<file path="src/hw/thsal_defs.svh">
// Contract
// - local high sets status1 bit7, low bit6
// - remote high sets bit5, remote low bit4
// - diode open/short sets bit3; bits2-0 reserved
// - local/remote overtemp limit set status2 bits7/6
// - overtemp on-time percent over limit sets bit4
// - overtemp exceeded and pin asserted sets bit3
// - pin-state bit2; clears only if inactive
// - fan stall sets status3 bit7, alarm bit6
// - status3 bit0 shows device driving alert
// - out-of-limit measurement asserts alert unless masked
// - config1 bit3 selects latched or comparator mode
// - latched mode: unmasked set status drives alert
// - latched alert holds until cleared after recovery
// - release only when nothing else out of limit
// - comparator mode releases alert automatically
// - status bits sticky; clear by read or ARA
// - high is greater-or-equal, low is strictly below
// - mask blocks alert, status still sets
`ifndef THSAL_DEFS_SVH
`define THSAL_DEFS_SVH

// register offsets
`define THSAL_CFG1_ADDR     8'h01
`define THSAL_MASK1_ADDR    8'h08
`define THSAL_MASK2_ADDR    8'h09
`define THSAL_MASK3_ADDR    8'h0a
`define THSAL_LIM_BASE      8'h0b
`define THSAL_LIM_LAST      8'h10
`define THSAL_STAT1_ADDR    8'h4f
`define THSAL_STAT2_ADDR    8'h50
`define THSAL_STAT3_ADDR    8'h51

// limit indices relative to the limit base
`define THSAL_LIM_LHIGH     3'h0
`define THSAL_LIM_LLOW      3'h1
`define THSAL_LIM_LOT       3'h2
`define THSAL_LIM_RHIGH     3'h3
`define THSAL_LIM_RLOW      3'h4
`define THSAL_LIM_ROT       3'h5
`define THSAL_LIM_NUM       6

// reset values
`define THSAL_CFG1_RST      8'h01
`define THSAL_MASK_RST      8'h00
`define THSAL_HIGH_RST      8'h8b
`define THSAL_LOW_RST       8'h54
`define THSAL_OT_RST        8'h95

// field positions
`define THSAL_CFG1_MODE_BIT 3
`define THSAL_LH_BIT        7
`define THSAL_LL_BIT        6
`define THSAL_RH_BIT        5
`define THSAL_RL_BIT        4
`define THSAL_RD_BIT        3
`define THSAL_LT_BIT        7
`define THSAL_RT_BIT        6
`define THSAL_TPCT_BIT      4
`define THSAL_TA_BIT        3
`define THSAL_TS_BIT        2
`define THSAL_FS_BIT        7
`define THSAL_FA_BIT        6
`define THSAL_AL_BIT        0

// implemented bits of each status and mask register
`define THSAL_STAT1_IMPL    8'hf8
`define THSAL_STAT2_IMPL    8'hdc
`define THSAL_STAT3_IMPL    8'hc0

`endif

</file>
<file path="src/hw/thsal_pkg.sv">
package thsal_pkg;
	// alert output behaviour, picked by config1
	typedef enum logic {
		THSAL_MODE_LATCH,
		THSAL_MODE_COMP
	} thsal_mode_t;

	// one status, mask or limit byte
	typedef logic [7:0] thsal_byte_t;
endpackage : thsal_pkg

</file>
<file path="src/hw/thsal_limit_cmp.sv">
`timescale 1ns/1ns
`default_nettype none
// one channel: high, low and overtemp comparisons
module thsal_limit_cmp #(
	parameter int W = 8
) (
	// reading and its limits
	input  wire logic [W-1:0] value_i,
	input  wire logic [W-1:0] high_i,
	input  wire logic [W-1:0] low_i,
	input  wire logic [W-1:0] ot_i,
	// comparison results
	output logic              high_o,
	output logic              low_o,
	output logic              ot_o
);
	// high and overtemp trip at equality, low only strictly below
	assign high_o = (value_i >= high_i);
	assign low_o  = (value_i <  low_i);
	assign ot_o   = (value_i >= ot_i);
endmodule : thsal_limit_cmp
`default_nettype wire

</file>
<file path="src/hw/thsal_top.sv">
`timescale 1ns/1ns
`default_nettype none
`include "thsal_defs.svh"
module thsal_top
	import thsal_pkg::*;
(
	// clock and reset
	input  wire logic       ref_clk_i,
	input  wire logic       nrst_i,
	// register access port
	input  wire logic       reg_rd_i,
	input  wire logic       reg_wr_i,
	input  wire logic [7:0] reg_addr_i,
	input  wire logic [7:0] reg_wdata_i,
	output logic [7:0]      reg_rdata_o,
	output logic            reg_rvalid_o,
	// alert-response cycle completed
	input  wire logic       ara_done_i,
	// measurement engine results
	input  wire logic [7:0] local_temp_i,
	input  wire logic       local_done_i,
	input  wire logic [7:0] remote_temp_i,
	input  wire logic       remote_done_i,
	input  wire logic       remote_diode_fault_i,
	// overtemp pin and fan monitor levels
	input  wire logic       overtemp_pin_active_i,
	input  wire logic       overtemp_pct_over_i,
	input  wire logic       fan_stall_i,
	input  wire logic       fan_alarm_i,
	// open-drain alert line
	input  wire logic       alert_line_n_i,
	output logic            alert_n_o,
	output logic            alert_oe_o
);

	// limit registers, indexed from the limit base
	thsal_byte_t lim_q [`THSAL_LIM_NUM];
	thsal_byte_t cfg1_q;                      // config1, mode bit inside
	thsal_byte_t mask_q [3];                  // mask1..3
	thsal_byte_t stat_q [3];                  // status1..3 sticky bits
	thsal_byte_t cond   [3];                  // live out-of-limit conditions
	thsal_byte_t clr    [3];                  // per-bit clear this cycle
	thsal_byte_t rdata_d;                     // read mux
	logic        alert_q;                     // device pulls the line low
	logic        alert_d;
	logic        lh_q, ll_q, lt_q;            // local channel out-of-limit
	logic        rh_q, rl_q, rt_q, rd_q;      // remote channel out-of-limit
	logic        l_hi, l_lo, l_ot;            // local comparator outputs
	logic        r_hi, r_lo, r_ot;            // remote comparator outputs
	thsal_mode_t mode;

	// map an address to a status index, 3 when not a status register
	function automatic logic [1:0] stat_idx(input logic [7:0] a);
		case (a)
			`THSAL_STAT1_ADDR: return 2'd0;
			`THSAL_STAT2_ADDR: return 2'd1;
			`THSAL_STAT3_ADDR: return 2'd2;
			default:           return 2'd3;
		endcase
	endfunction : stat_idx

	// map an address to a mask index, 3 when not a mask register
	function automatic logic [1:0] mask_idx(input logic [7:0] a);
		case (a)
			`THSAL_MASK1_ADDR: return 2'd0;
			`THSAL_MASK2_ADDR: return 2'd1;
			`THSAL_MASK3_ADDR: return 2'd2;
			default:           return 2'd3;
		endcase
	endfunction : mask_idx

	// implemented-bit pattern of status/mask register i
	function automatic thsal_byte_t impl_bits(input int i);
		case (i)
			0:       return `THSAL_STAT1_IMPL;
			1:       return `THSAL_STAT2_IMPL;
			default: return `THSAL_STAT3_IMPL;
		endcase
	endfunction : impl_bits

	// reset value of limit register i
	function automatic thsal_byte_t lim_rst(input int i);
		case (i)
			int'(`THSAL_LIM_LOT), int'(`THSAL_LIM_ROT):   return `THSAL_OT_RST;
			int'(`THSAL_LIM_LLOW), int'(`THSAL_LIM_RLOW): return `THSAL_LOW_RST;
			default:                                      return `THSAL_HIGH_RST;
		endcase
	endfunction : lim_rst

	assign mode = cfg1_q[`THSAL_CFG1_MODE_BIT] ? THSAL_MODE_COMP : THSAL_MODE_LATCH;

	// the same comparator module, one instance per channel
	thsal_limit_cmp #(.W(8)) u_cmp_local (
		.value_i (local_temp_i),
		.high_i  (lim_q[`THSAL_LIM_LHIGH]),
		.low_i   (lim_q[`THSAL_LIM_LLOW]),
		.ot_i    (lim_q[`THSAL_LIM_LOT]),
		.high_o  (l_hi),
		.low_o   (l_lo),
		.ot_o    (l_ot)
	);
	thsal_limit_cmp #(.W(8)) u_cmp_remote (
		.value_i (remote_temp_i),
		.high_i  (lim_q[`THSAL_LIM_RHIGH]),
		.low_i   (lim_q[`THSAL_LIM_RLOW]),
		.ot_i    (lim_q[`THSAL_LIM_ROT]),
		.high_o  (r_hi),
		.low_o   (r_lo),
		.ot_o    (r_ot)
	);

	// limit registers, written through the register port
	generate
		for (genvar g = 0; g < `THSAL_LIM_NUM; g++) begin : g_lim
			always_ff @(posedge ref_clk_i or negedge nrst_i) begin
				if (!nrst_i) begin
					lim_q[g] <= lim_rst(g);
				end else if (reg_wr_i && reg_addr_i == `THSAL_LIM_BASE + 8'(g)) begin
					lim_q[g] <= reg_wdata_i;
				end
			end
		end
	endgenerate

	// config1 write
	always_ff @(posedge ref_clk_i or negedge nrst_i) begin
		if (!nrst_i) begin
			cfg1_q <= `THSAL_CFG1_RST;
		end else if (reg_wr_i && reg_addr_i == `THSAL_CFG1_ADDR) begin
			cfg1_q <= reg_wdata_i;
		end
	end

	// mask writes; reserved positions cannot be set
	generate
		for (genvar g = 0; g < 3; g++) begin : g_mask
			always_ff @(posedge ref_clk_i or negedge nrst_i) begin
				if (!nrst_i) begin
					mask_q[g] <= `THSAL_MASK_RST;
				end else if (reg_wr_i && mask_idx(reg_addr_i) == 2'(g)) begin
					mask_q[g] <= reg_wdata_i & impl_bits(g);
				end
			end
		end
	endgenerate

	// channel state refreshed only when a conversion completes
	always_ff @(posedge ref_clk_i or negedge nrst_i) begin
		if (!nrst_i) begin
			lh_q <= 1'b0;
			ll_q <= 1'b0;
			lt_q <= 1'b0;
		end else if (local_done_i) begin
			lh_q <= l_hi;
			ll_q <= l_lo;
			lt_q <= l_ot;
		end
	end

	// remote channel; a diode fault invalidates the reading
	always_ff @(posedge ref_clk_i or negedge nrst_i) begin
		if (!nrst_i) begin
			rh_q <= 1'b0;
			rl_q <= 1'b0;
			rt_q <= 1'b0;
			rd_q <= 1'b0;
		end else if (remote_done_i) begin
			rh_q <= r_hi && !remote_diode_fault_i;
			rl_q <= r_lo && !remote_diode_fault_i;
			rt_q <= r_ot && !remote_diode_fault_i;
			rd_q <= remote_diode_fault_i;
		end
	end

	// live condition vectors; reserved positions stay zero
	always_comb begin
		cond[0] = '0;
		cond[1] = '0;
		cond[2] = '0;
		cond[0][`THSAL_LH_BIT]   = lh_q;
		cond[0][`THSAL_LL_BIT]   = ll_q;
		cond[0][`THSAL_RH_BIT]   = rh_q;
		cond[0][`THSAL_RL_BIT]   = rl_q;
		cond[0][`THSAL_RD_BIT]   = rd_q;
		cond[1][`THSAL_LT_BIT]   = lt_q;
		cond[1][`THSAL_RT_BIT]   = rt_q;
		cond[1][`THSAL_TPCT_BIT] = overtemp_pct_over_i;
		cond[1][`THSAL_TA_BIT]   = (lt_q || rt_q) && overtemp_pin_active_i;
		cond[1][`THSAL_TS_BIT]   = overtemp_pin_active_i;
		cond[2][`THSAL_FS_BIT]   = fan_stall_i;
		cond[2][`THSAL_FA_BIT]   = fan_alarm_i;
	end

	// sticky status: a read clears only bits whose condition has gone,
	// an alert-response cycle clears all; a live condition always wins
	generate
		for (genvar g = 0; g < 3; g++) begin : g_stat
			always_comb begin
				clr[g] = '0;
				if (ara_done_i) begin
					clr[g] = '1;
				end else if (reg_rd_i && stat_idx(reg_addr_i) == 2'(g)) begin
					clr[g] = ~cond[g];
				end
			end
			always_ff @(posedge ref_clk_i or negedge nrst_i) begin
				if (!nrst_i) begin
					stat_q[g] <= '0;
				end else begin
					stat_q[g] <= ((stat_q[g] & ~clr[g]) | cond[g]) & impl_bits(g);
				end
			end
		end
	endgenerate

	// alert decision; the pin-state bit is ignored in comparator mode
	always_comb begin
		thsal_byte_t m2;
		m2 = ~mask_q[1];
		if (mode == THSAL_MODE_COMP) begin
			m2[`THSAL_TS_BIT] = 1'b0;
			alert_d = |(cond[0] & ~mask_q[0]) | |(cond[1] & m2)
				| |(cond[2] & ~mask_q[2]);
		end else begin
			alert_d = |(stat_q[0] & ~mask_q[0]) | |(stat_q[1] & m2)
				| |(stat_q[2] & ~mask_q[2]);
		end
	end

	// alert driver state
	always_ff @(posedge ref_clk_i or negedge nrst_i) begin
		if (!nrst_i) begin
			alert_q <= 1'b0;
		end else begin
			alert_q <= alert_d;
		end
	end

	// open-drain: only ever pull low, else release
	assign alert_n_o  = 1'b0;
	assign alert_oe_o = alert_q;

	// read mux
	always_comb begin
		rdata_d = '0;
		unique case (stat_idx(reg_addr_i))
			2'd0: rdata_d = stat_q[0];
			2'd1: rdata_d = stat_q[1];
			2'd2: begin
				rdata_d = stat_q[2];
				rdata_d[`THSAL_AL_BIT] = alert_q;
			end
			2'd3: begin
				if (reg_addr_i == `THSAL_CFG1_ADDR) begin
					rdata_d = cfg1_q;
				end else if (mask_idx(reg_addr_i) != 2'd3) begin
					rdata_d = mask_q[mask_idx(reg_addr_i)];
				end else if (reg_addr_i >= `THSAL_LIM_BASE && reg_addr_i <= `THSAL_LIM_LAST) begin
					rdata_d = lim_q[3'(reg_addr_i - `THSAL_LIM_BASE)];
				end
			end
		endcase
	end

	// read data held until the next read; pre-clear value returned
	always_ff @(posedge ref_clk_i or negedge nrst_i) begin
		if (!nrst_i) begin
			reg_rdata_o  <= '0;
			reg_rvalid_o <= 1'b0;
		end else begin
			reg_rvalid_o <= reg_rd_i;
			if (reg_rd_i) begin
				reg_rdata_o <= rdata_d;
			end
		end
	end
endmodule : thsal_top
`default_nettype wire

</file>
<file path="config.mk">
export PLATFORM = sky130hd
export DESIGN_NAME = thsal_top
export DESIGN_NICKNAME = d
export VERILOG_FILES = /design/src/hw/thsal_pkg.sv /design/src/hw/thsal_limit_cmp.sv /design/src/hw/thsal_top.sv
export VERILOG_INCLUDE_DIRS = /design/src /design/src/hw
export SDC_FILE = /design/constraint.sdc
export NUM_CORES = 1
export LEC_CHECK = 0
export BUFFER_PORTS_ARGS = -buffer_cell sky130_fd_sc_hd__clkbuf_2
export CORE_UTILIZATION = 54
export DETAILED_ROUTE_END_ITERATION = 8
export HOLD_SLACK_MARGIN = 0.15
export PLACE_DENSITY = 0.77
export SLEW_MARGIN = 40
export SYNTH_ARGS = -nofsm -noshare
export SYNTH_HDL_FRONTEND = slang
export SYNTH_SLANG_ARGS = --single-unit
</file>
<file path="constraint.sdc">
create_clock -name ref_clk_i -period 1.6 [get_ports ref_clk_i]
set_input_delay 0.08 -clock ref_clk_i [delete_from_list [all_inputs] [get_ports ref_clk_i]]
set_output_delay 0.08 -clock ref_clk_i [all_outputs]
set_load 0.005 [all_outputs]
</file>
==> results of run 1 <==
## critical path, cell delays in order (launching register included)
cell      delay, ps
dfstp_2         550
ha_1            230
nand2b_4        140
a21o_1          160
a21oi_2         160
o21ai_2          80
o221a_2         240
## metal layers
layer | up-vias | global-route usage | part of all wire
met1 | 2322 | 0.381 | 0.40
li1 | 2193 | - | -
met3 | 56 | 0.0526 | 0.057
met5 | - | 0 | 0
met2 | 185 | 0.535 | 0.49
met4 | 0 | 0.154 | 0.047
## cells in the final DEF, fill, tap and decap left out, types with 12 or more instances in the layout
cell type,n
a21oi_1,14
buf_4,56
clkbuf_2,52
dfrtp_1,74
dfstp_2,23
dlygate4sd3_1,16
ha_1,42
inv_1,65
mux2_2,65
mux2i_1,12
nand2_1,37
nor2_1,15
## path summary, 6_finish.rpt
kind	slack, ps	depth (start not counted)	start	end
max	-80	6	lim_q[40]	lh_q
min reg2reg	510	2	ll_q	stat_q[22]
min in group asynchronous	270	3	nrst_i	stat_q[12]
max reg2reg	-80	6	lim_q[40]	lh_q
min	160	5	local_temp_i[6]	ll_q
max in group asynchronous	880	3	nrst_i	cfg1_q[0]
## kinds of logic after synthesis
family                     count (synthesis)  synth area share
AOI/OAI and AO/OA                        110             0.133
xor gates and xnor gates                   1           0.00279
adders and majority gates                 50             0.107
buffers and inverters                     88            0.0593
DFF                                       97             0.422
muxes                                     86             0.177
other                                      1          0.000644
and+or+nand+nor                          110            0.0984
## area by class of cell
cell class	count	area, um2
clock buffers	9	124
clock inverters	7	46.3
fillers	759	3120
inverters	68	258
multi-input cells	358	3270
flip-flops and latches	97	2460
well taps	136	170
repair buffers	129	923
## metrics by stage
step / setup TNS (ps) / setup slack, ps / power (mW) / std cells / area, um2
global route: -416 / -128 / 5.46 / 804 / 7250
CTS: -82.8 / -53.4 / 5.19 / 803 / 7130
detailed placement: -3630 / -246 / 3.70 / 771 / 6730
global placement: -2380 / -248 / 3.64 / 771 / 6730
floorplan: -141 / -41.1 / 3.26 / 543 / 5960
finish: -106 / -82.9 / 5.22 / 804 / 7250
## registers in the layout, indices dropped and copies added (netlist names)
register / flops
reg_rvalid_o: 1
stat_q: 12
cfg1_q: 8
alert_oe_o: 1
lt_q: 1
ll_q: 1
mask_q: 12
lim_q: 48
rd_q: 1
rl_q: 1
lh_q: 1
rt_q: 1
rh_q: 1
reg_rdata_o: 8
## timing repair
action                     4_1_cts  5_1_grt
buffers inserted                 0        1
setup endpoints to repair        7        8
pin swaps                       15       11
hold buffers                    16        0
hold endpoints to repair       146        0
resized for setup               20       19
## power groups by stage
stage | sequential, mW | combinational [mW] | clock (mW)
floorplan | 2.73 | 0.528 | 0
global placement | 2.77 | 0.867 | 0
detailed placement | 2.78 | 0.915 | 0
CTS | 2.74 | 0.981 | 1.47
global route | 2.76 | 1.14 | 1.57
finish | 2.74 | 1.03 | 1.45
==> results.ini, run 1 <==
[timing]
relSlewSlack = 0.642
fin_skew_ps = 10.3
setup_ws_ps = -82.9
setup_violations = 2
rsz0062_at_grt = true
finalMaxSlewViolations = 0
worstMarginPinSlew_ps = 538
layout_min_cycle_time_ps = 1680
finalCritPeriodShare = 1.05
hold_violations = 0
fmax_mhz = 594
hold_slack_ps = 159

[die]
start_util = 0.562
boundaryPins = 56
rows = 37
die_y_um = 106
fp.dieArea_mm2 = 0.0112
die_x_um = 106
core_area_mm2 = 0.0104

[global_route]
grt_pass1_wl_mm = 26.1
grt_overflow = 0
antenna_found_initial = 0
grt_max_degree = 98
first_global_vias = 4952
track_usage = 0.312

[critical_path]
required_ps = 1850
path_class = flip-flop to flip-flop
end_kind = flip-flop
arrival_ps = 1940
crit_path_max_fanout = 2
start_kind = flip-flop

[synth]
syn_nets = 638
ys_ff_latch = 97
syn_inst = 543
synthesis.area_mm2 = 0.00583
syn_area_per_cell_um2 = 10.7
async_reset_ff_frac = 1.00
synth_top_cell_area_share = 0.318
yosysMostFrequentCell = dfrtp_1
synth_common_cells = 74 x dfrtp_1, 67 x inv_1, 66 x mux2_2
synth_cell_types = 62
ys_seq_area_frac = 0.422
ys_warn_count = 0
yosys.area.top_type = dfrtp_1
ys_top_cells_by_area = dfrtp_1 32%, mux2_2 13%, ha_1 11%
synth_edf_count = 0
ys_dominant_reg_cell = dfrtp_1

[power_and_ir_drop]
power_leakage_nw = 3.37
intPower_mw = 3.66
combinationalPowerShare = 0.197
swShare = 0.298
p_per_area_mw_per_mm2 = 720
power_frac_seq = 0.525
pwr-share-clk = 0.278
power.switching_mw = 1.56
ir_drop_mv = 0.464

[route]
drt_wl_total_mm = 16.3
via_count = 4756
via_per_inst = 5.92
route.detailed.drc = 0
drtAntennaViolNets = 0
wl_per_cell_um = 20.3
first_pass_iters = 5
drt_iter0_drc = 282

[clocking]
cts.path.max_buffers = 2
cts.sinks = 97
path_clk_slew_ps = 90
numCtsBuffers = 9
root_buffer = clkbuf_8
cts_tree = done
clk_latency_ps = 370
h-tree-depth = 3

[place]
numPortBuffers = 53
place_congestion = 0.962
dpl.hpwl_mm = 12.3

[layout]
antenna_cells = 0
nNetsFinal = 758
drive_gt1_frac = 0.404
final_util = 0.699
area_growth_pct = 24.4

[hold_path]
hold_class = primary input to flip-flop

[outcome]
violations = negative setup slack
outcome = complete, but fails checks

[job]
maxCapViolations = 0

Power figures use the tool's default switching activity.
==> inputs of run 2 (changes only) <==
clock period = 1.5 ns   (was 1.6 ns; I/O delays follow)
==> run 2 against run 1 <==
The flow still finishes with violations (negative setup slack). Clock skew decreased by 1.6 ps. Sequential power increased by 7%. Flip-flop and latch count unchanged. Die area unchanged. Largest cell class unchanged. Largest power group unchanged.
==> results.ini, run 2 (same netlist as run 1, synthesis figures left out) <==
[hold_path]
hold_class = primary input to flip-flop
min_to = ll_q
hold_path_depth = 5  ; unchanged
worstHoldStart = local_temp_i[6]

[critical_path]
r2r_slack_ps = -140  ; -60 ps
cp.buffers_inverters = 0  ; unchanged
path_class = flip-flop to flip-flop
start_kind = flip-flop
reg2regPathDepth = 6  ; unchanged
cpPeakStageDelay_ps = 570  ; +20 ps
rr_endpoint = lh_q
end_kind = flip-flop
crit_family = compound AO/OA/AOI/OAI gates
crit_path_max_fanout = 2  ; unchanged
r2r-start = lim_q[40]
required_ps = 1780  ; -70 ps
arrival_ps = 1920  ; -20 ps
crit_chain = ha_4 -> nand2b_4 -> a21o_1 -> a21oi_2 -> o21ai_2 -> o221a_2
slowest_stage = dfstp_2

[global_route]
grt_overflow = 0  ; unchanged
grt_pass1_wl_mm = 25.9  ; -0.77%
antenna_found_initial = 0  ; unchanged
first_global_vias = 5120  ; +3.4%
track_usage = 0.311  ; -0.00107
grt_max_degree = 44  ; -55%

[timing]
rsz0062_at_grt = true
fin_skew_ps = 8.77  ; -1.57 ps
hold_violations = 0  ; unchanged
hold_slack_ps = 149  ; -9.81 ps
fmax_mhz = 609  ; +2.6%
finalMaxSlewViolations = 0  ; unchanged
setup_violations = 5  ; +3
setup_ws_ps = -141  ; -58.1 ps
layout_min_cycle_time_ps = 1640  ; -41.9 ps
finalCritPeriodShare = 1.09  ; +0.0422

[clocking]
h-tree-depth = 3  ; unchanged
cts.path.max_buffers = 2  ; unchanged
cts.sinks = 97  ; unchanged
root_buffer = clkbuf_8
cts_tree = done
numCtsBuffers = 9  ; unchanged
clk_latency_ps = 390  ; +20 ps
path_clk_slew_ps = 90  ; about the same

[layout]
nNetsFinal = 771  ; +1.7%
instances_no_fill = 817  ; +1.6%
largest_register = lim_q
largest_register_ffs = 48  ; unchanged
area_growth_pct = 29.7
final_util = 0.729  ; +0.0298
drive_gt1_frac = 0.442  ; +0.0378
n_fill_cell = 717  ; -5.5%
register_area_mm2 = 0.00246  ; unchanged
antenna_cells = 0  ; unchanged
layout_common_cells = 74 x dfrtp_1, 68 x buf_4, 63 x inv_1
layout_commonest_cell = dfrtp_1
multi_input_area_mm2 = 0.00341  ; +4.4%
top_regs = lim_q x48, mask_q x12, stat_q x12

[route]
via_per_inst = 5.93  ; +0.21%
drt_iter0_drc = 370  ; +31%
wl_per_cell_um = 20.4  ; +0.55%
via_count = 4843  ; +1.8%
first_pass_iters = 6  ; +1
drtAntennaViolNets = 0  ; unchanged
drt_wl_total_mm = 16.6  ; +2.2%
route.detailed.drc = 0  ; unchanged

[die]
boundaryPins = 56  ; unchanged
start_util = 0.562  ; unchanged
die_x_um = 106  ; unchanged
core_area_mm2 = 0.0104  ; unchanged
rows = 37  ; unchanged
fp.dieArea_mm2 = 0.0112  ; unchanged
die_y_um = 106  ; unchanged

[place]
dpl.hpwl_mm = 12.4  ; +0.20%
numPortBuffers = 53  ; unchanged
dp.cells = 782  ; +1.4%
place_congestion = 0.970  ; +0.83%

[job]
maxCapViolations = 0  ; unchanged

[power_and_ir_drop]
ir_drop_mv = 0.704  ; +52%
power_leakage_nw = 3.49  ; +3.6%
p_per_area_mw_per_mm2 = 806  ; +12%
power_mw = 6.09  ; +17%

[outcome]
violations = negative setup slack
outcome = complete, but fails checks

==> run 2: worst max path at each step <==
stage	depth (start not counted)	to	startpoint	slack [ps]
global placement	8	reg_rdata_o[2]	reg_addr_i[0]	-290
finish	6	lh_q	lim_q[40]	-140
floorplan	11	reg_rdata_o[6]	reg_addr_i[0]	-130
detailed placement	10	stat_q[12]	reg_addr_i[1]	-330
global route	6	lh_q	lim_q[40]	-160
CTS	6	lh_q	lim_q[41]	-130
==> run 2: power breakdown <==
part | total, mW | internal, mW | switching, mW
registers | 2.92 | 2.79 | 0.135
clock network | 2.00 | 1.08 | 0.926
logic | 1.17 | 0.560 | 0.611
total | 6.09 | 4.42 | 1.67
==> run 2: layout make-up <==
cell class | count | share of cell area
Clock inverter | 4 | 0.00977
Tap cell | 136 | 0.0225
Multi-Input combinational cell | 358 | 0.452
Sequential cell | 97 | 0.325
Inverter | 68 | 0.0348
Timing Repair Buffer | 142 | 0.134
Clock buffer | 12 | 0.0219
==> run 2: metrics by stage <==
stage	area (um2)	TNS [ps]	setup WS (ps)
2_1_floorplan	6000	-1110	-128
3_3_place_gp	6830	-5360	-291
3_5_place_dp	6830	-9190	-331
4_1_cts	7380	-435	-131
5_1_grt	7560	-574	-164
6_report	7560	-414	-141
==> run 2: routing by layer <==
layer	global-route usage	part of all wire	vias up
met3	0.0693	0.053	44
met4	0.148	0.033	0
li1	-	-	2219
met5	0	0	-
met1	0.377	0.40	2410
met2	0.526	0.51	170
==> run 2: worst register-to-register path: stages (launching register included) <==
cell      delay [ps]
dfstp_2          570
ha_4             200
nand2b_4         130
a21o_1           160
a21oi_2          170
o21ai_2           80
o221a_2          220
==> run 2: what timing repair did <==
action,in CTS,in global routing
endpoints found under the hold margin,154,0
hold buffers,17,0
gates cloned,0,0
buffers inserted,2,0
resized for setup,26,30
pin swaps,13,16
setup endpoints to repair,8,20
